`src/design/flash_access_pkg.sv`:
```
// Shared constants, opcodes and sector decode for the flash access block.
package flash_access_pkg;

  localparam int          SECTOR_BYTES  = 4096;
  localparam int          SMALL_KB      = 4;
  localparam int          MID_KB        = 8;
  localparam logic [16:0] ADDR_TOP      = 17'h1_0000;
  localparam logic [15:0] SECTOR0_BASE  = 16'hF000;
  localparam logic [15:0] SECTOR1_BASE  = 16'hE000;
  localparam int          FRAME_BITS    = 32;
  localparam int          TX_BITS       = 8;
  localparam logic [7:0]  GUARD_KEY1    = 8'h56;
  localparam logic [7:0]  GUARD_KEY2    = 8'hAE;
  localparam logic        RP_RESET      = 1'h1;

  typedef enum logic [7:0] {
    OP_PROG       = 8'h01,
    OP_SECT_ERASE = 8'h02,
    OP_MASS_ERASE = 8'h03,
    OP_OPT_WRITE  = 8'h04,
    OP_READ       = 8'h05,
    OP_RAM_WR     = 8'h06,
    OP_RAM_RUN    = 8'h07
  } op_type;

  typedef enum logic [3:0] {
    ST_IDLE     = 4'h1,
    ST_WAIT     = 4'h2,
    ST_RP_ERASE = 4'h4,
    ST_READ     = 4'h8
  } state_type;

  // Returns {inside_array, sector_index}; the array ends at the top of the address space.
  function automatic logic [2:0] sector_of(input logic [15:0] addr, input logic [16:0] base);
    logic [1:0] idx;
    idx = (addr >= SECTOR0_BASE) ? 2'h0 : (addr >= SECTOR1_BASE) ? 2'h1 : 2'h2;
    sector_of = {({1'b0, addr} >= base), idx};
  endfunction

endpackage

```
`src/design/icc_link_if.sv`:
```
// Frame and reply signals between the serial link port and the access controller.
`timescale 1ns/1ps
interface icc_link_if;
  logic        frame_valid;
  logic [31:0] frame;
  logic        tx_load;
  logic [7:0]  tx_byte;
  logic        session;
  modport serial (output frame_valid, output frame, input tx_load, input tx_byte, input session);
  modport ctrl   (input frame_valid, input frame, output tx_load, output tx_byte, output session);
endinterface

```
`src/design/flash_sector_protect_access.sv`:
```
// Access, sector protection and read-out protection controller for the sectored flash.
// What this block does
// - Mass or sector erase, byte-wide programming.
// - Sector erase touches only its sector.
// - Unprotected tool and link sessions reach every sector.
// - Application programming excludes sector zero.
// - Two 4K sectors on top, sector zero F000h.
// - Sector count follows array size.
// - Protection blocks external reads and writes.
// - Removing protection mass erases first.
// - Option bit holds the protection state.
// - Key sequence arms each application request.
// - Test mode loads and runs RAM code.
// - One clock line, one shared data line.
// - Tool present reserves both link pins.
// - Sector zero stays locked for application programming.
`timescale 1ns/1ps
module flash_sector_protect_access #(
  parameter int FLASH_KB = 16
) (
  input  wire logic        mclk_in,
  input  wire logic        rst_n_in,
  input  wire logic        icc_serial_clock_in,
  input  wire logic        icc_serial_data_in,
  input  wire logic        programming_voltage_select_in,
  input  wire logic        tool_detect_in,
  input  wire logic        tool_socket_in,
  input  wire logic        rp_option_in,
  input  wire logic        cpu_req_in,
  input  wire logic [7:0]  cpu_op_in,
  input  wire logic [15:0] cpu_addr_in,
  input  wire logic [7:0]  cpu_data_in,
  input  wire logic        cpu_key_wr_in,
  input  wire logic [7:0]  cpu_key_in,
  input  wire logic        fl_done_in,
  input  wire logic [7:0]  fl_rdata_in,
  output logic [15:0]      mem_addr_out,
  output logic [7:0]       mem_wdata_out,
  output logic [1:0]       fl_sector_out,
  output logic             fl_prog_out,
  output logic             fl_sector_erase_out,
  output logic             fl_mass_erase_out,
  output logic             fl_opt_prog_out,
  output logic             fl_rd_out,
  output logic             ram_we_out,
  output logic             ict_run_out,
  output logic             busy_out,
  output logic             done_out,
  output logic             reject_out,
  output logic             readout_protect_out,
  output logic             icc_pins_reserved_out,
  output logic             icc_serial_data_out,
  output logic             icc_data_oe_n_out
);
  localparam logic [16:0] FLASH_BASE =
    17'(flash_access_pkg::ADDR_TOP - 17'(FLASH_KB * (flash_access_pkg::SECTOR_BYTES / flash_access_pkg::SMALL_KB)));
  localparam logic [1:0]  MAX_SECTOR = (FLASH_KB <= flash_access_pkg::SMALL_KB) ? 2'h0 :
                                       (FLASH_KB <= flash_access_pkg::MID_KB) ? 2'h1 : 2'h2;

  icc_link_if link ();
  flash_access_pkg::state_type state;
  logic [2:0]  pin_meta;
  logic [2:0]  pin_sync;
  logic        icc_mode;
  logic        tool_present;
  logic        ext_mode;
  logic        armed;
  logic        key_stage;
  logic        rp_loaded;
  logic        op_ext;
  logic [7:0]  op_reg;
  logic        req_valid;
  logic        req_ext;
  logic [7:0]  req_op;
  logic [15:0] req_addr;
  logic [7:0]  req_data;
  logic [2:0]  sect;
  logic        permit;
  logic        cpu_unarmed;

  icc_serial_port icc_serial_port_inst (
    .mclk_in             (mclk_in),
    .rst_n_in            (rst_n_in),
    .icc_serial_clock_in (icc_serial_clock_in),
    .icc_serial_data_in  (icc_serial_data_in),
    .icc_serial_data_out (icc_serial_data_out),
    .icc_data_oe_n_out   (icc_data_oe_n_out),
    .link                (link.serial)
  );

  // Pins from the tool are asynchronous to the system clock.
  always_ff @(posedge mclk_in) begin
    if (!rst_n_in) begin
      pin_meta <= 3'h0;
      pin_sync <= 3'h0;
    end else begin
      pin_meta <= {tool_socket_in, tool_detect_in, programming_voltage_select_in};
      pin_sync <= pin_meta;
    end
  end

  assign icc_mode     = pin_sync[0];
  assign tool_present = pin_sync[1];
  assign ext_mode     = pin_sync[0] | pin_sync[2];

  always_ff @(posedge mclk_in) begin
    if (!rst_n_in) begin
      icc_pins_reserved_out <= 1'b0;
      link.session          <= 1'b0;
    end else begin
      icc_pins_reserved_out <= tool_present | ext_mode;
      link.session          <= ext_mode;
    end
  end

  // While a tool owns the part, software requests are ignored without a refusal pulse.
  always_comb begin
    req_ext     = ext_mode;
    cpu_unarmed = !ext_mode && cpu_req_in && !armed;
    if (ext_mode) begin
      req_valid = link.frame_valid;
      req_op    = link.frame[31:24];
      req_addr  = link.frame[23:8];
      req_data  = link.frame[7:0];
    end else begin
      req_valid = cpu_req_in && armed;
      req_op    = cpu_op_in;
      req_addr  = cpu_addr_in;
      req_data  = cpu_data_in;
    end
  end

  assign sect = flash_access_pkg::sector_of(req_addr, FLASH_BASE);
  always_comb begin
    permit = 1'b0;
    case (req_op)
      flash_access_pkg::OP_PROG,
      flash_access_pkg::OP_SECT_ERASE: permit = sect[2] && (req_ext ? !readout_protect_out : sect[1:0] != 2'h0);
      flash_access_pkg::OP_MASS_ERASE: permit = req_ext && !readout_protect_out;
      flash_access_pkg::OP_OPT_WRITE,
      flash_access_pkg::OP_READ:       permit = req_ext;
      flash_access_pkg::OP_RAM_WR,
      flash_access_pkg::OP_RAM_RUN:    permit = req_ext && icc_mode && !readout_protect_out;
      default:                         permit = 1'b0;
    endcase
  end

  // two-key arming
  // One arming covers one request, so a stray write can never start a second operation.
  always_ff @(posedge mclk_in) begin
    if (!rst_n_in || ext_mode) begin
      armed     <= 1'b0;
      key_stage <= 1'b0;
    end else if (cpu_req_in) begin
      armed     <= 1'b0;
      key_stage <= 1'b0;
    end else if (cpu_key_wr_in) begin
      if (key_stage && cpu_key_in == flash_access_pkg::GUARD_KEY2) begin
        armed     <= 1'b1;
        key_stage <= 1'b0;
      end else begin
        key_stage <= (cpu_key_in == flash_access_pkg::GUARD_KEY1);
      end
    end
  end

  // Operation sequencer; every flash strobe is a one-cycle pulse.
  always_ff @(posedge mclk_in) begin
    if (!rst_n_in) begin
      state               <= flash_access_pkg::ST_IDLE;
      readout_protect_out <= flash_access_pkg::RP_RESET;
      rp_loaded           <= 1'b0;
      op_ext              <= 1'b0;
      op_reg              <= 8'h00;
      mem_addr_out        <= 16'h0000;
      mem_wdata_out       <= 8'h00;
      fl_sector_out       <= 2'h0;
      fl_prog_out         <= 1'b0;
      fl_sector_erase_out <= 1'b0;
      fl_mass_erase_out   <= 1'b0;
      fl_opt_prog_out     <= 1'b0;
      fl_rd_out           <= 1'b0;
      ram_we_out          <= 1'b0;
      ict_run_out         <= 1'b0;
      busy_out            <= 1'b0;
      done_out            <= 1'b0;
      reject_out          <= 1'b0;
      link.tx_load        <= 1'b0;
      link.tx_byte        <= 8'h00;
    end else begin
      fl_prog_out         <= 1'b0;
      fl_sector_erase_out <= 1'b0;
      fl_mass_erase_out   <= 1'b0;
      fl_opt_prog_out     <= 1'b0;
      fl_rd_out           <= 1'b0;
      ram_we_out          <= 1'b0;
      ict_run_out         <= 1'b0;
      done_out            <= 1'b0;
      link.tx_load        <= 1'b0;
      reject_out          <= cpu_unarmed || (req_valid && (state != flash_access_pkg::ST_IDLE || !permit));
      if (!rp_loaded) begin
        rp_loaded           <= 1'b1;
        readout_protect_out <= rp_option_in;
      end
      unique case (state)
        flash_access_pkg::ST_IDLE: begin
          if (req_valid && permit && rp_loaded) begin
            op_ext        <= req_ext;
            op_reg        <= req_op;
            mem_addr_out  <= req_addr;
            mem_wdata_out <= req_data;
            fl_sector_out <= sect[1:0];
            busy_out      <= 1'b1;
            state         <= flash_access_pkg::ST_WAIT;
            case (req_op)
              flash_access_pkg::OP_PROG:       fl_prog_out <= 1'b1;
              flash_access_pkg::OP_SECT_ERASE: fl_sector_erase_out <= 1'b1;
              flash_access_pkg::OP_MASS_ERASE: fl_mass_erase_out <= 1'b1;
              flash_access_pkg::OP_OPT_WRITE: begin
                if (readout_protect_out && !req_data[0]) begin
                  fl_mass_erase_out <= 1'b1;
                  state             <= flash_access_pkg::ST_RP_ERASE;
                end else begin
                  fl_opt_prog_out <= 1'b1;
                end
              end
              flash_access_pkg::OP_READ: begin
                if (readout_protect_out) begin
                  link.tx_load <= 1'b1;
                  link.tx_byte <= 8'h00;
                  done_out     <= 1'b1;
                  busy_out     <= 1'b0;
                  state        <= flash_access_pkg::ST_IDLE;
                end else begin
                  fl_rd_out <= 1'b1;
                  state     <= flash_access_pkg::ST_READ;
                end
              end
              default: begin
                ram_we_out  <= (req_op == flash_access_pkg::OP_RAM_WR);
                ict_run_out <= (req_op == flash_access_pkg::OP_RAM_RUN);
                done_out    <= 1'b1;
                busy_out    <= 1'b0;
                state       <= flash_access_pkg::ST_IDLE;
              end
            endcase
          end
        end
        flash_access_pkg::ST_WAIT: begin
          if (fl_done_in) begin
            if (op_reg == flash_access_pkg::OP_OPT_WRITE) begin
              readout_protect_out <= mem_wdata_out[0];
            end
            done_out <= 1'b1;
            busy_out <= 1'b0;
            state    <= flash_access_pkg::ST_IDLE;
          end
        end
        flash_access_pkg::ST_RP_ERASE: begin
          if (fl_done_in) begin
            fl_opt_prog_out <= 1'b1;
            state           <= flash_access_pkg::ST_WAIT;
          end
        end
        flash_access_pkg::ST_READ: begin
          if (!fl_rd_out) begin
            link.tx_load <= 1'b1;
            link.tx_byte <= fl_rdata_in;
            done_out     <= 1'b1;
            busy_out     <= 1'b0;
            state        <= flash_access_pkg::ST_IDLE;
          end
        end
      endcase
    end
  end

  a_sector0_locked:
  assert property (@(posedge mclk_in) disable iff (!rst_n_in)
    (fl_prog_out || fl_sector_erase_out) && fl_sector_out == 2'h0 |-> op_ext)
    else $error("Sector zero written by application request.");

  a_rp_write_block:
  assert property (@(posedge mclk_in) disable iff (!rst_n_in)
    (fl_prog_out || fl_sector_erase_out) && op_ext |-> !readout_protect_out)
    else $error("External write while read-out protected.");

  a_rp_read_zero:
  assert property (@(posedge mclk_in) disable iff (!rst_n_in)
    link.tx_load && readout_protect_out |-> link.tx_byte == 8'h00)
    else $error("Protected content sent on the link.");

  a_erase_before_clear:
  assert property (@(posedge mclk_in) disable iff (!rst_n_in)
    fl_mass_erase_out && state == flash_access_pkg::ST_RP_ERASE |->
    readout_protect_out throughout (##[1:1000] fl_opt_prog_out))
    else $error("Protection cleared without preceding erase.");

  a_guard_armed:
  assert property (@(posedge mclk_in) disable iff (!rst_n_in)
    fl_prog_out && !op_ext |-> $past(armed) && !armed)
    else $error("Application program started without arming.");

  a_sector_range:
  assert property (@(posedge mclk_in) disable iff (!rst_n_in)
    fl_sector_erase_out |-> fl_sector_out <= MAX_SECTOR && busy_out)
    else $error("Erase aimed at a missing sector.");

  a_pins_reserved:
  assert property (@(posedge mclk_in) disable iff (!rst_n_in)
    tool_present |=> icc_pins_reserved_out)
    else $error("Link pins not reserved with tool present.");

  a_reject_no_op:
  assert property (@(posedge mclk_in) disable iff (!rst_n_in)
    state == flash_access_pkg::ST_IDLE && req_valid && !permit |=>
    reject_out && !fl_prog_out && !fl_sector_erase_out && !fl_mass_erase_out)
    else $error("Refused request reached the flash.");

  a_ram_only_link:
  assert property (@(posedge mclk_in) disable iff (!rst_n_in)
    ram_we_out || ict_run_out |-> $past(icc_mode) && !readout_protect_out)
    else $error("RAM test access outside link mode.");

endmodule

```
`src/design/icc_serial_port.sv`:
```
// Two-wire in-circuit link: samples the tool's clock, shifts frames in, shifts reply bytes out.
`timescale 1ns/1ps
module icc_serial_port (
  input  wire logic    mclk_in,
  input  wire logic    rst_n_in,
  input  wire logic    icc_serial_clock_in,
  input  wire logic    icc_serial_data_in,
  output logic         icc_serial_data_out,
  output logic         icc_data_oe_n_out,
  icc_link_if.serial   link
);
  logic [1:0]  clk_sync;
  logic [1:0]  dat_sync;
  logic        clk_prev;
  logic [4:0]  bit_cnt;
  logic [31:0] shift;
  logic [7:0]  tx_shift;
  logic [3:0]  tx_cnt;
  logic        rise;
  logic        fall;
  logic        tx_busy;

  assign rise    = clk_sync[1] & ~clk_prev;
  assign fall    = ~clk_sync[1] & clk_prev;
  assign tx_busy = (tx_cnt != 4'h0) | ~icc_data_oe_n_out;

  always_ff @(posedge mclk_in) begin
    if (!rst_n_in) begin
      clk_sync <= 2'h0;
      dat_sync <= 2'h0;
      clk_prev <= 1'b0;
    end else begin
      clk_sync <= {clk_sync[0], icc_serial_clock_in};
      dat_sync <= {dat_sync[0], icc_serial_data_in};
      clk_prev <= clk_sync[1];
    end
  end

  // Data is taken on the tool's rising edge, most significant bit first.
  always_ff @(posedge mclk_in) begin
    if (!rst_n_in || !link.session) begin
      bit_cnt          <= 5'h0;
      shift            <= 32'h0000_0000;
      link.frame_valid <= 1'b0;
      link.frame       <= 32'h0000_0000;
    end else begin
      link.frame_valid <= 1'b0;
      if (rise && !tx_busy) begin
        shift   <= {shift[30:0], dat_sync[1]};
        bit_cnt <= bit_cnt + 5'h1;
        if (bit_cnt == 5'(flash_access_pkg::FRAME_BITS - 1)) begin
          link.frame_valid <= 1'b1;
          link.frame       <= {shift[30:0], dat_sync[1]};
        end
      end
    end
  end

  // shared data line
  // A reply is driven from falling edges so the tool can sample it on its rising edge.
  always_ff @(posedge mclk_in) begin
    if (!rst_n_in || !link.session) begin
      tx_shift            <= 8'h00;
      tx_cnt              <= 4'h0;
      icc_serial_data_out <= 1'b0;
      icc_data_oe_n_out   <= 1'b1;
    end else if (link.tx_load) begin
      tx_shift <= link.tx_byte;
      tx_cnt   <= 4'(flash_access_pkg::TX_BITS);
    end else if (fall) begin
      if (tx_cnt != 4'h0) begin
        icc_serial_data_out <= tx_shift[7];
        icc_data_oe_n_out   <= 1'b0;
        tx_shift            <= {tx_shift[6:0], 1'b0};
        tx_cnt              <= tx_cnt - 4'h1;
      end else begin
        icc_data_oe_n_out <= 1'b1;
      end
    end
  end

endmodule

```
`config.mk`:
```
export PLATFORM = sky130hd
export DESIGN_NAME = flash_sector_protect_access
export DESIGN_NICKNAME = d
export VERILOG_FILES = /design/src/design/flash_access_pkg.sv /design/src/design/icc_link_if.sv /design/src/design/flash_sector_protect_access.sv /design/src/design/icc_serial_port.sv
export SDC_FILE = /design/constraint.sdc
export NUM_CORES = 1
export LEC_CHECK = 0
export CAP_MARGIN = 20
export CORE_MARGIN = 5
export CORE_UTILIZATION = 40
export DETAILED_ROUTE_END_ITERATION = 12
export DONT_BUFFER_PORTS = 1
export GPL_TIMING_DRIVEN = 0
export PLACE_DENSITY_LB_ADDON = 0.1
export SLEW_MARGIN = 10
export SYNTH_ARGS = -nofsm -noshare
export SYNTH_HDL_FRONTEND = slang
export SYNTH_SLANG_ARGS = --single-unit
export TNS_END_PERCENT = 30
```
`constraint.sdc`:
```
create_clock -name mclk_in -period 3.65 [get_ports mclk_in]
set_input_delay 0.365 -clock mclk_in [delete_from_list [all_inputs] [get_ports mclk_in]]
set_output_delay 0.365 -clock mclk_in [all_outputs]
set_load 0.1 [all_outputs]
```
* Word level (Yosys, flattened, before mapping)
Index checks and enable logic that the tools add are counted.
Cells by class: add/sub/neg operators 2, $lt $le $gt $ge 3, eq/ne operators 22, mux-type cells 58, bitwise gates (word level) 13, reductions and logical operators 52
Operators by type and width (count):
- 2-to-1 mux 8 bit | 9
- >= comparator 16 bit (second input constant) | 3
- == test 8 x 3 -> 1 bit (second input constant) | 5
- 2-to-1 mux 4 bit | 8
- 2-to-1 mux 1 bit | 26
- == test 8 x 2 -> 1 bit (second input constant) | 2
- 2-to-1 mux 16 bit | 1
- case mux 4 bit (4 select lines) | 1
- case mux 8 bit (2 select lines) | 1
- logical AND 1 bit | 13
- != test 2 bit (second input constant) | 6
- case mux 4 bit (3 select lines) | 1
- AND reduction 2 bit | 6
- AND reduction 4 bit | 3
- OR reduction 2 bit | 6
- case mux 1 bit (2 select lines) | 5
- == test 8 x 1 -> 1 bit (second input constant) | 1
- == test 8 x 7 -> 1 bit (second input constant) | 1
- == test 8 bit (second input constant) | 1
- zero test 1 bit | 8
- inverter 1 bit | 8
- nonzero test 2 bit | 4
- OR reduction 8 bit | 1
- case mux 1 bit (3 select lines) | 2
- 20 further kinds | 28
Storage, ports and cells: bits in registers 157, bits of input ports 59, output and inout port bits 40, word-level logic and storage cells 187

* Longest topological paths before layout
Gate-level depths: netlist of run 1.
word-level depth 13, gate-level depth with buffers 10, gate-level depth less buffers 7

* By module
From an unflattened synthesis of run 1, not the netlist that was laid out.
Unflattened totals: cells, all modules 801, area, all modules 6857.8 µm²
Modules (own cells, without submodules):
- icc_serial_port | instances 1, cells an instance 412, area each 3429.5 µm², seq. area each 1761.7 µm²
- flash_sector_protect_access | instances 1, cells an instance 389, area each 3428.3 µm², seq. area each 1381.3 µm²

* Worst setup path after synthesis of run 1
OpenSTA, ideal clock, no wires.
kind reg2reg, start reg readout_protect_out, end reg fl_opt_prog_out, setup time 128 ps, arrival 2200 ps, required time 3522 ps, path slack 1322 ps, cell stages (with the launch flop) 8, buffers on the path 2, clock period less this slack 2328 ps, path through dfxtp_1 > nor4_1 > o21a_2 > o31a_1 > buf_6 > buf_8 > a32oi_1 > nor2_1
Between the ends: cells in the longest elaborated chain, start to end 8, elaborated cells on any way between the ends 13, classes of those cells 6 x mux; 7 x reduce/logical
Ends and longest elaborated chain:
- start, declared | RTL line flash_sector_protect_access.sv:50 | output logic readout_protect_out,
- start signal, assigned | RTL line flash_sector_protect_access.sv:171 | readout_protect_out <= flash_access_pkg::RP_RESET;
- start signal, assigned | RTL line flash_sector_protect_access.sv:203 | readout_protect_out <= rp_option_in;
- start signal, assigned | RTL line flash_sector_protect_access.sv:252 | readout_protect_out <= mem_wdata_out[0];
- zero test 1 bit | RTL line flash_sector_protect_access.sv:138, flash_sector_protect_access.sv:139, flash_sector_protect_access.sv:143
- 2-to-1 mux 1 bit | RTL line flash_sector_protect_access.sv:138 | flash_access_pkg::OP_SECT_ERASE: permit = sect[2] && (req_ext ? !readout_protect_out : sect[1:0] != 2'h0);
- logical AND 1 bit | RTL line flash_sector_protect_access.sv:138
- case mux 1 bit (4 select lines) | RTL line flash_sector_protect_access.sv:136 | case (req_op)
- logical AND 1 bit (2 in a row) | RTL line flash_sector_protect_access.sv:207 | if (req_valid && permit && rp_loaded) begin
- 2-to-1 mux 1 bit * | RTL line flash_sector_protect_access.sv:207
- case mux 1 bit (2 select lines) * | RTL line flash_sector_protect_access.sv:205 | unique case (state)
- end signal, assigned | RTL line flash_sector_protect_access.sv:194 | fl_opt_prog_out <= 1'b0;
- end signal, assigned | RTL line flash_sector_protect_access.sv:224 | fl_opt_prog_out <= 1'b1;
- end signal, assigned | RTL line flash_sector_protect_access.sv:261 | fl_opt_prog_out <= 1'b1;
- end, declared | RTL line flash_sector_protect_access.sv:43 | output logic fl_opt_prog_out,
Mark *: on every way between the ends. The rest lies on a longest branch, timed or not. A chain may end at the register's enable or synchronous reset.

* Worst setup path after layout of run 1
start reg icc_serial_port_inst.icc_data_oe_n_out, end reg icc_serial_port_inst.link.frame[20]
Between the ends: cells in the longest elaborated chain, start to end 5
Ends and longest elaborated chain:
- start, declared | RTL line icc_serial_port.sv:9 | output logic icc_data_oe_n_out,
- start signal, assigned | RTL line icc_serial_port.sv:66 | icc_data_oe_n_out <= 1'b1;
- start signal, assigned | RTL line icc_serial_port.sv:73 | icc_data_oe_n_out <= 1'b0;
- start signal, assigned | RTL line icc_serial_port.sv:77 | icc_data_oe_n_out <= 1'b1;
- inverter 1 bit | RTL line icc_serial_port.sv:25 | assign tx_busy = (tx_cnt != 4'h0) | ~icc_data_oe_n_out;
- OR 1 bit | RTL line icc_serial_port.sv:25
- zero test 1 bit | RTL line icc_serial_port.sv:48 | if (rise && !tx_busy) begin
- logical AND 1 bit | RTL line icc_serial_port.sv:48
- AND reduction 2 bit (no source line)
- end signal, assigned | RTL line icc_serial_port.sv:53 | link.frame <= {shift[30:0], dat_sync[1]};
- end, declared | RTL line icc_link_if.sv:9 | modport serial (output frame_valid, output frame, input tx_load, input tx_byte, input session);
Every way passes these cells.

==> results of run 1 <==
==> cell usage in the layout (no fill, tap or decap), drive strengths merged, types with 2 or more instances in the layout <==
| cell type | synthesis | layout |
|---|---|---|
| clkbuf | 33 | 51 |
| or3 | 4 | 4 |
| clkinv | 1 | 6 |
| a22o | 31 | 31 |
| buf | 13 | 15 |
| o22ai | 9 | 9 |
| o31ai | 3 | 3 |
| a2111oi | 4 | 4 |
| nand4b | 2 | 2 |
| a311oi | 23 | 23 |
| xnor2 | 6 | 6 |
| nor4 | 9 | 9 |
| or2 | 2 | 2 |
| xor2 | 3 | 3 |
| a21oi | 51 | 51 |
| o21a | 4 | 4 |
| nand2 | 153 | 153 |
| ha | 3 | 3 |
| a32oi | 2 | 2 |
| nor3 | 14 | 14 |
| nand3b | 4 | 4 |
| nand2b | 4 | 4 |
| and2 | 11 | 11 |
| inv | 3 | 8 |
| nor4b | 3 | 3 |
| o21ai | 6 | 6 |
| nor3b | 6 | 6 |
| and3 | 2 | 2 |
| a211oi | 4 | 4 |
| dfxtp | 157 | 157 |
| nand3 | 9 | 9 |
| mux2 | 3 | 3 |
| clkinvlp | 0 | 3 |
| nor2 | 68 | 68 |
| mux2i | 16 | 16 |
| nor2b | 3 | 3 |
==> cells in the mapped netlist, drive strengths merged, types with 11 or more instances <==
cell | instances | area [µm²]
dfxtp | 157 | 3140
a22o | 31 | 272
clkbuf | 33 | 124
a311oi | 23 | 345
buf | 13 | 139
mux2i | 16 | 160
a21oi | 51 | 255
and2 | 11 | 68.8
nor3 | 14 | 70.1
nand2 | 153 | 574
nor2 | 68 | 310
==> worst max-delay path: cells and delay by family, from the launching register on <==
family,cells,cell delay [ns]
and+or+nand+nor,2,0.44
DFF,1,1.00
buffers and inverters,2,0.69
AOI/OAI and AO/OA,2,0.53
==> final timing paths <==
| path | to | slack [ns] |
|---|---|---|
| max | icc_serial_port_inst.link.frame[20] | 0.87 |
| min | pin_meta[1] | 0.06 |
| max reg2reg | icc_serial_port_inst.link.frame[20] | 0.87 |
| min reg2reg | icc_serial_port_inst.icc_data_oe_n_out | 0.41 |
==> per-layer routing <==
| layer | wire length, µm | GRT usage | up-vias | part of all wire |
|---|---|---|---|---|
| li1 | - | - | 2461 | - |
| met1 | 7060 | 0.221 | 2340 | 0.45 |
| met2 | 7170 | 0.273 | 136 | 0.46 |
| met3 | 1040 | 0.0500 | 26 | 0.067 |
| met4 | 348 | 0.0666 | 0 | 0.022 |
| met5 | 0 | 0 | - | 0 |
==> power by group through the flow <==
| stage | clock, µW | sequential [µW] | combinational [µW] |
|---|---|---|---|
| 6_report | 1710 | 1740 | 132 |
| 5_1_grt | 1820 | 1740 | 146 |
| 4_1_cts | 1750 | 1740 | 133 |
| 3_5_place_dp | 0 | 1780 | 132 |
| 3_3_place_gp | 0 | 1780 | 122 |
| 2_1_floorplan | 0 | 1780 | 91.8 |
==> layout make-up <==
class	count	share of cell area
clock buffers	18	0.0608
repair buffers	3	0.00572
well taps	216	0.0374
clock inverters	14	0.0189
flip-flops and latches	157	0.435
multi-input cells	478	0.404
plain buffers	46	0.0364
inverters	4	0.00208
==> kinds of logic after synthesis <==
family          count (synthesis)  share of synthesized area
compound gates                148                      0.192
xor+xnor                        9                     0.0124
fa+ha+maj                       3                    0.00592
buf+inv                        50                     0.0438
flops                         157                      0.496
mux                            19                     0.0306
simple gates                  299                      0.219
==> stage by stage <==
step | total power, µW | cell area, µm² | utilization | setup slack, ns | std cells
finish | 3580 | 7220 | 0.460 | 0.873 | 936
floorplan | 1870 | 6340 | - | 1.32 | 685
detailed placement | 1910 | 6640 | 0.422 | 0.877 | 903
global placement | 1900 | 6610 | 0.420 | 0.879 | 901
CTS | 3620 | 7220 | 0.460 | 0.849 | 936
global route | 3710 | 7220 | 0.460 | 0.614 | 936
==> impl_metrics.py, run 1 <==
metrics = {
    "timing": {
        "whs_ns": 0.0621,
        "fmax_mhz": 360,
        "rsz0062_at_grt": "no",
        "fin_setup_tns_ns": 0,
        "worstMarginPinSlew_ns": 1.03,
        "setup-violations-final": 0,
        "slew_violations": 0,
        "relSlewSlack": 0.310,
        "hold_viol_final": 0,
        "skew_ns": 0.00804,
        "period_share": 0.761,
        "fin_crit_ns": 2.78,
    },
    "clock_tree": {
        "cts_hold_buf": 1,
        "clock_path_buffers": 2,
        "ctsHtreeMaxLevel": 4,
        "cts_root_buf": "clkbuf_16",
        "path_clk_slew_ns": 0.07,
        "cts_sinks": 157,
        "numCtsBuffers": 17,
        "cts.repair.resized": 0,
        "clk_latency_ns": 0.42,
        "cts_tree": "built",
        "post_cts_buffers": 0,
    },
    "route": {
        "wl_per_cell_um": 16.7,
        "final_antenna_net_count": 0,
        "via_count": 4963,
        "drt-initial-drc-count": 294,
        "drc": 0,
        "vias_per_cell": 5.30,
        "first_pass_iters": 5,
        "drt_wl_total_mm": 15.6,
    },
    "setup_path": {
        "critPathKind": "flip-flop to flip-flop",
        "worst_path_most_repeated_cell": "clkbuf_1",
        "path_cells": "nand2_1 > nor3_1 > clkbuf_1 > a21oi_1 > clkbuf_1 > a22o_1",
        "slowest_delay_ns": 1.00,
        "end_kind": "flip-flop",
        "worstPathRequired_ns": 3.97,
        "arrival_ns": 3.09,
        "critPathMaxFanout": 10,
        "startpoint": "icc_serial_port_inst.icc_data_oe_n_out",
        "crit_slowest_cell": "dfxtp_1",
        "reg2reg_depth": 6,
        "r2r-start": "icc_serial_port_inst.icc_data_oe_n_out",
        "startpoint_type": "flip-flop",
    },
    "placement": {
        "place.gp.congestion": 0.836,
        "io_buffers": 0,
        "hpwl_mm": 11.8,
    },
    "layout": {
        "top_regs": "icc_serial_port_inst.link.frame: 32 flops, icc_serial_port_inst.shift: 31 flops, mem_addr_out: 16 flops",
        "largest_register": "icc_serial_port_inst.link.frame",
        "register_area_mm2": 0.00314,
        "fill_cells": 1503,
        "num-nets-final": 769,
        "diodes": 0,
        "multi_input_area_mm2": 0.00292,
        "largest_reg_flops": 32,
        "drive_gt1_frac": 0.138,
        "area_delta_synth_final_pct": 14.0,
    },
    "flow_run": {
        "maxCapViolCount": 0,
    },
    "synth": {
        "synth_seq_cells": 157,
        "postSynthCellCount": 685,
        "syn-cell-area_mm2": 0.00634,
        "ys_dominant_reg_cell": "dfxtp_1",
        "yosys_warnings": 0,
        "syn_nets": 747,
        "synthDistinctLibCells": 62,
        "synth_edf_count": 0,
        "synth-async-reset-ratio": 0,
        "syn_avg_cell_area_um2": 9.25,
        "yosysSeqAreaShare": 0.496,
    },
    "global_route": {
        "grtUsageTotal": 0.172,
        "grt_pass1_wl_mm": 24.9,
        "antenna_found_initial": 0,
        "gr-total-overflow": 0,
        "grt_pass1_vias": 4779,
        "grt_max_degree": 17,
    },
    "floorplanning": {
        "die_area_mm2": 0.0185,
        "ios": 99,
        "core_mm2": 0.0157,
        "start_util": 0.403,
        "die_w_um": 136,
        "rows": 46,
        "die_h_um": 136,
    },
    "power": {
        "combPwrFrac": 0.037,
        "p_sw_frac": 0.237,
        "switchingPower_uw": 848,
        "p_clk_frac": 0.477,
        "p_leak_uw": 0.00240,
        "power.internal_uw": 2730,
        "ir_drop_mv": 0.351,
        "cellPowerDensity_mw_per_mm2": 495,
        "p_seq_frac": 0.486,
    },
    "hold_path": {
        "hp-class": "input pin to flip-flop",
        "holdCritStartpoint": "tool_detect_in",
        "hold_path_depth": 1,
    },
    "outcome": {
        "status": "finished clean",
    },
}
Power figures use the tool's default switching activity.
==> run 2: changes to the inputs <==
--- a/config.mk
+++ b/config.mk
@@ -5,6 +5,7 @@
 export SDC_FILE = /design/constraint.sdc
 export NUM_CORES = 1
 export LEC_CHECK = 0
+export ABC_AREA = 1
 export CAP_MARGIN = 20
 export CORE_MARGIN = 5
 export CORE_UTILIZATION = 40
==> constraint.sdc (replaced) <==
create_clock -name mclk_in -period 2.7 [get_ports mclk_in]
set_input_delay 0.27 -clock mclk_in [delete_from_list [all_inputs] [get_ports mclk_in]]
set_output_delay 0.27 -clock mclk_in [all_outputs]
set_load 0.1 [all_outputs]
==> impl_metrics.py, run 2 <==
metrics = {
    "outcome": {
        "status": "finished clean",
    },
    "synth": {
        "syn_avg_cell_area_um2": 7.32,
        "yosysMostFrequentCell": "nand2_1",
        "synthDistinctLibCells": 41,
        "postSynthCellCount": 886,
        "yosysSeqAreaShare": 0.484,
        "syn_nets": 948,
        "synth_top_area_frac": 0.484,
        "yosys_warnings": 0,
        "synth_top_family_by_area": "simple AND/OR/NAND/NOR gates",
        "yosys-mux-area-fraction": 0.00328,
        "synth_compound_area_frac": 0.148,
        "synthXorXnorAreaFrac": 0.00270,
        "synth_edf_count": 0,
        "synth_area_leader_cell": "dfxtp_1",
        "synth_area_leaders": "dfxtp_1 48%, nand2_1 11%, o21ai_0 6.8%",
        "syn-cell-area_mm2": 0.00649,
        "synth-async-reset-ratio": 0,
        "synth_adder_area_share": 0.00578,
        "synth_commonest_cells": "183 x nand2_1, 157 x dfxtp_1, 104 x inv_1",
        "yosys.area_share.simple": 0.258,
        "synth_seq_cells": 157,
        "ys_dominant_reg_cell": "dfxtp_1",
    },
    "timing": {
        "worstMarginPinSlew_ns": 1.02,
        "fin_crit_ns": 2.41,
        "relSlewSlack": 0.318,
        "setup-violations-final": 0,
        "rsz0062_at_grt": "no",
        "slew_violations": 0,
        "hold_viol_final": 0,
        "skew_ns": 0.00689,
        "setup_ws_ns": 0.293,
        "period_share": 0.891,
        "fmax_mhz": 415,
    },
    "layout": {
        "fill_cells": 1648,
        "multi_input_area_mm2": 0.00271,
        "largest_reg_flops": 32,
        "post-route-util": 0.470,
        "num-nets-final": 976,
        "register_area_mm2": 0.00314,
        "mostFrequentLayoutCells": "183 x nand2_1, 156 x dfxtp_1, 104 x inv_1, 103 x nor2_1, 88 x o21ai_0",
        "area_delta_synth_final_pct": 15.0,
        "drive_gt1_frac": 0.0809,
        "largest_register": "icc_serial_port_inst.link.frame",
        "top_regs": "icc_serial_port_inst.link.frame: 32 flops, icc_serial_port_inst.shift: 31 flops, mem_addr_out: 16 flops",
        "diodes": 0,
        "final_common_cell": "nand2_1",
    },
    "power": {
        "cellPowerDensity_mw_per_mm2": 675,
        "p_leak_uw": 0.00303,
        "ir_drop_mv": 0.455,
    },
    "clock_tree": {
        "clk_latency_ns": 0.42,
        "path_clk_slew_ns": 0.06,
        "clock_path_buffers": 2,
        "numCtsBuffers": 17,
        "cts_sinks": 157,
        "cts_root_buf": "clkbuf_16",
        "cts_tree": "built",
        "ctsHtreeMaxLevel": 4,
    },
    "route": {
        "first_pass_iters": 5,
        "wl_per_cell_um": 14.7,
        "vias_per_cell": 4.80,
        "drt_wl_total_mm": 16.8,
        "via_count": 5484,
        "drc": 0,
        "drt-initial-drc-count": 308,
        "final_antenna_net_count": 0,
    },
    "setup_path": {
        "worstPathRequired_ns": 3.02,
        "arrival_ns": 2.72,
        "r2r-end": "link.tx_byte[3]",
        "r2r-start": "pin_sync[0]",
        "startpoint_type": "flip-flop",
        "critPathMaxFanout": 10,
        "reg2reg_depth": 13,
        "reg2reg_setup_slack_ns": 0.29,
        "critPathKind": "flip-flop to flip-flop",
        "end_kind": "flip-flop",
    },
    "placement": {
        "io_buffers": 0,
        "hpwl_mm": 12.4,
        "preCtsSetupSlack_ns": -0.421,
        "place.gp.congestion": 0.853,
    },
    "floorplanning": {
        "die_h_um": 137,
        "die_area_mm2": 0.0189,
        "die_w_um": 137,
        "rows": 46,
        "start_util": 0.408,
        "core_mm2": 0.0159,
        "ios": 99,
    },
    "global_route": {
        "grt_max_degree": 17,
        "grtUsageTotal": 0.187,
        "grt_pass1_wl_mm": 27.3,
        "grt_pass1_vias": 5295,
        "gr-total-overflow": 0,
        "antenna_found_initial": 0,
    },
    "hold_path": {
        "hold-path-endpoint": "key_stage",
        "holdCritStartpoint": "cpu_key_in[2]",
        "hp-class": "input pin to flip-flop",
        "hold_path_depth": 2,
    },
    "flow_run": {
        "maxCapViolCount": 0,
    },
}
run 2: cell types whose count changed after synthesis, sizes merged, moves of 11 or more:
cell and delta:
inv +105, nand3 +43, and2 -11, mux2i -15, nand2 +45, nor2 +40, a22o -31, a311oi -23
o21ai +98
run 2: worst max-delay path, cell delays in order (launching register included):
cell and delay [ns]:
dfxtp_1 0.35, nor2_4 0.24, buf_6 0.18, clkbuf_1 0.54
nand3_1 0.20, nand2_2 0.13, nand2_4 0.07, nand2_4 0.11
nand2_2 0.07, buf_6 0.17, nand2_2 0.09, nand2_1 0.06
nand2_1 0.05, nor2_1 0.04
run 2: kinds of logic after synthesis:
group                      Yosys count
and+or+nand+nor                    387
xor gates and xnor gates             2
adders and majority gates            3
muxes                                2
AOI/OAI and AO/OA                  183
DFF                                157
buffers and inverters              152
run 2: final cells by class:
cell class / count / share of cell area
buffer: 42 / 0.0303
clock buffer: 19 / 0.0593
clock inverter: 13 / 0.0221
inverter: 110 / 0.0553
multi-input combinational: 577 / 0.363
sequential: 157 / 0.421
tap: 216 / 0.0362
timing repair buffer: 9 / 0.0129
run 2: where the power goes:
group          leakage [µW]  internal, µW  switching, µW  total, µW
Clock              0.000291          1480            974       2460
Combinational       0.00147          69.1            156        225
Sequential          0.00127          2330           21.7       2350
Total               0.00303          3880           1150       5040
run 2: how the worst max path moves through the flow:
| stage | end | from | slack, ns | depth (start not counted) |
|---|---|---|---|---|
| 2_1_floorplan | icc_serial_port_inst.link.frame[24] | icc_serial_port_inst.icc_data_oe_n_out | 0.40 | 7 |
| 4_1_cts | mem_addr_out[7] | pin_sync[0] | 0.26 | 11 |
| 3_5_place_dp | icc_serial_port_inst.link.frame[26] | icc_serial_port_inst.icc_data_oe_n_out | -0.42 | 7 |
| 3_3_place_gp | icc_serial_port_inst.link.frame[11] | icc_serial_port_inst.icc_data_oe_n_out | -0.37 | 7 |
| 5_1_grt | state[1] | pin_sync[0] | 0.06 | 11 |
| 6_report | link.tx_byte[3] | pin_sync[0] | 0.29 | 13 |
run 2: stage by stage:
step	total power [µW]	instances	TNS (ns)	hold slack [ns]	area, µm²
finish	5040	1143	0	0.0200	7460
global route	5230	1143	0	0.0266	7460
CTS	5090	1141	0	0.00574	7440
detailed placement	2620	1102	-9.01	0.298	6760
global placement	2620	1102	-7.59	0.298	6760
floorplan	2560	886	0	0.298	6490
run 2: routing by layer:
layer	global-route usage	part of all wire
met1	0.247	0.47
met2	0.298	0.46
met3	0.0457	0.054
met4	0.0654	0.016
met5	0	0
run 2: what timing repair did:
| action | in CTS | in global routing |
|---|---|---|
| resized for setup | 1 | 0 |
| setup endpoints to repair | 32 | 0 |
| buffers inserted | 1 | 0 |
| hold buffers | 6 | 0 |
| hold endpoints to repair | 6 | 0 |
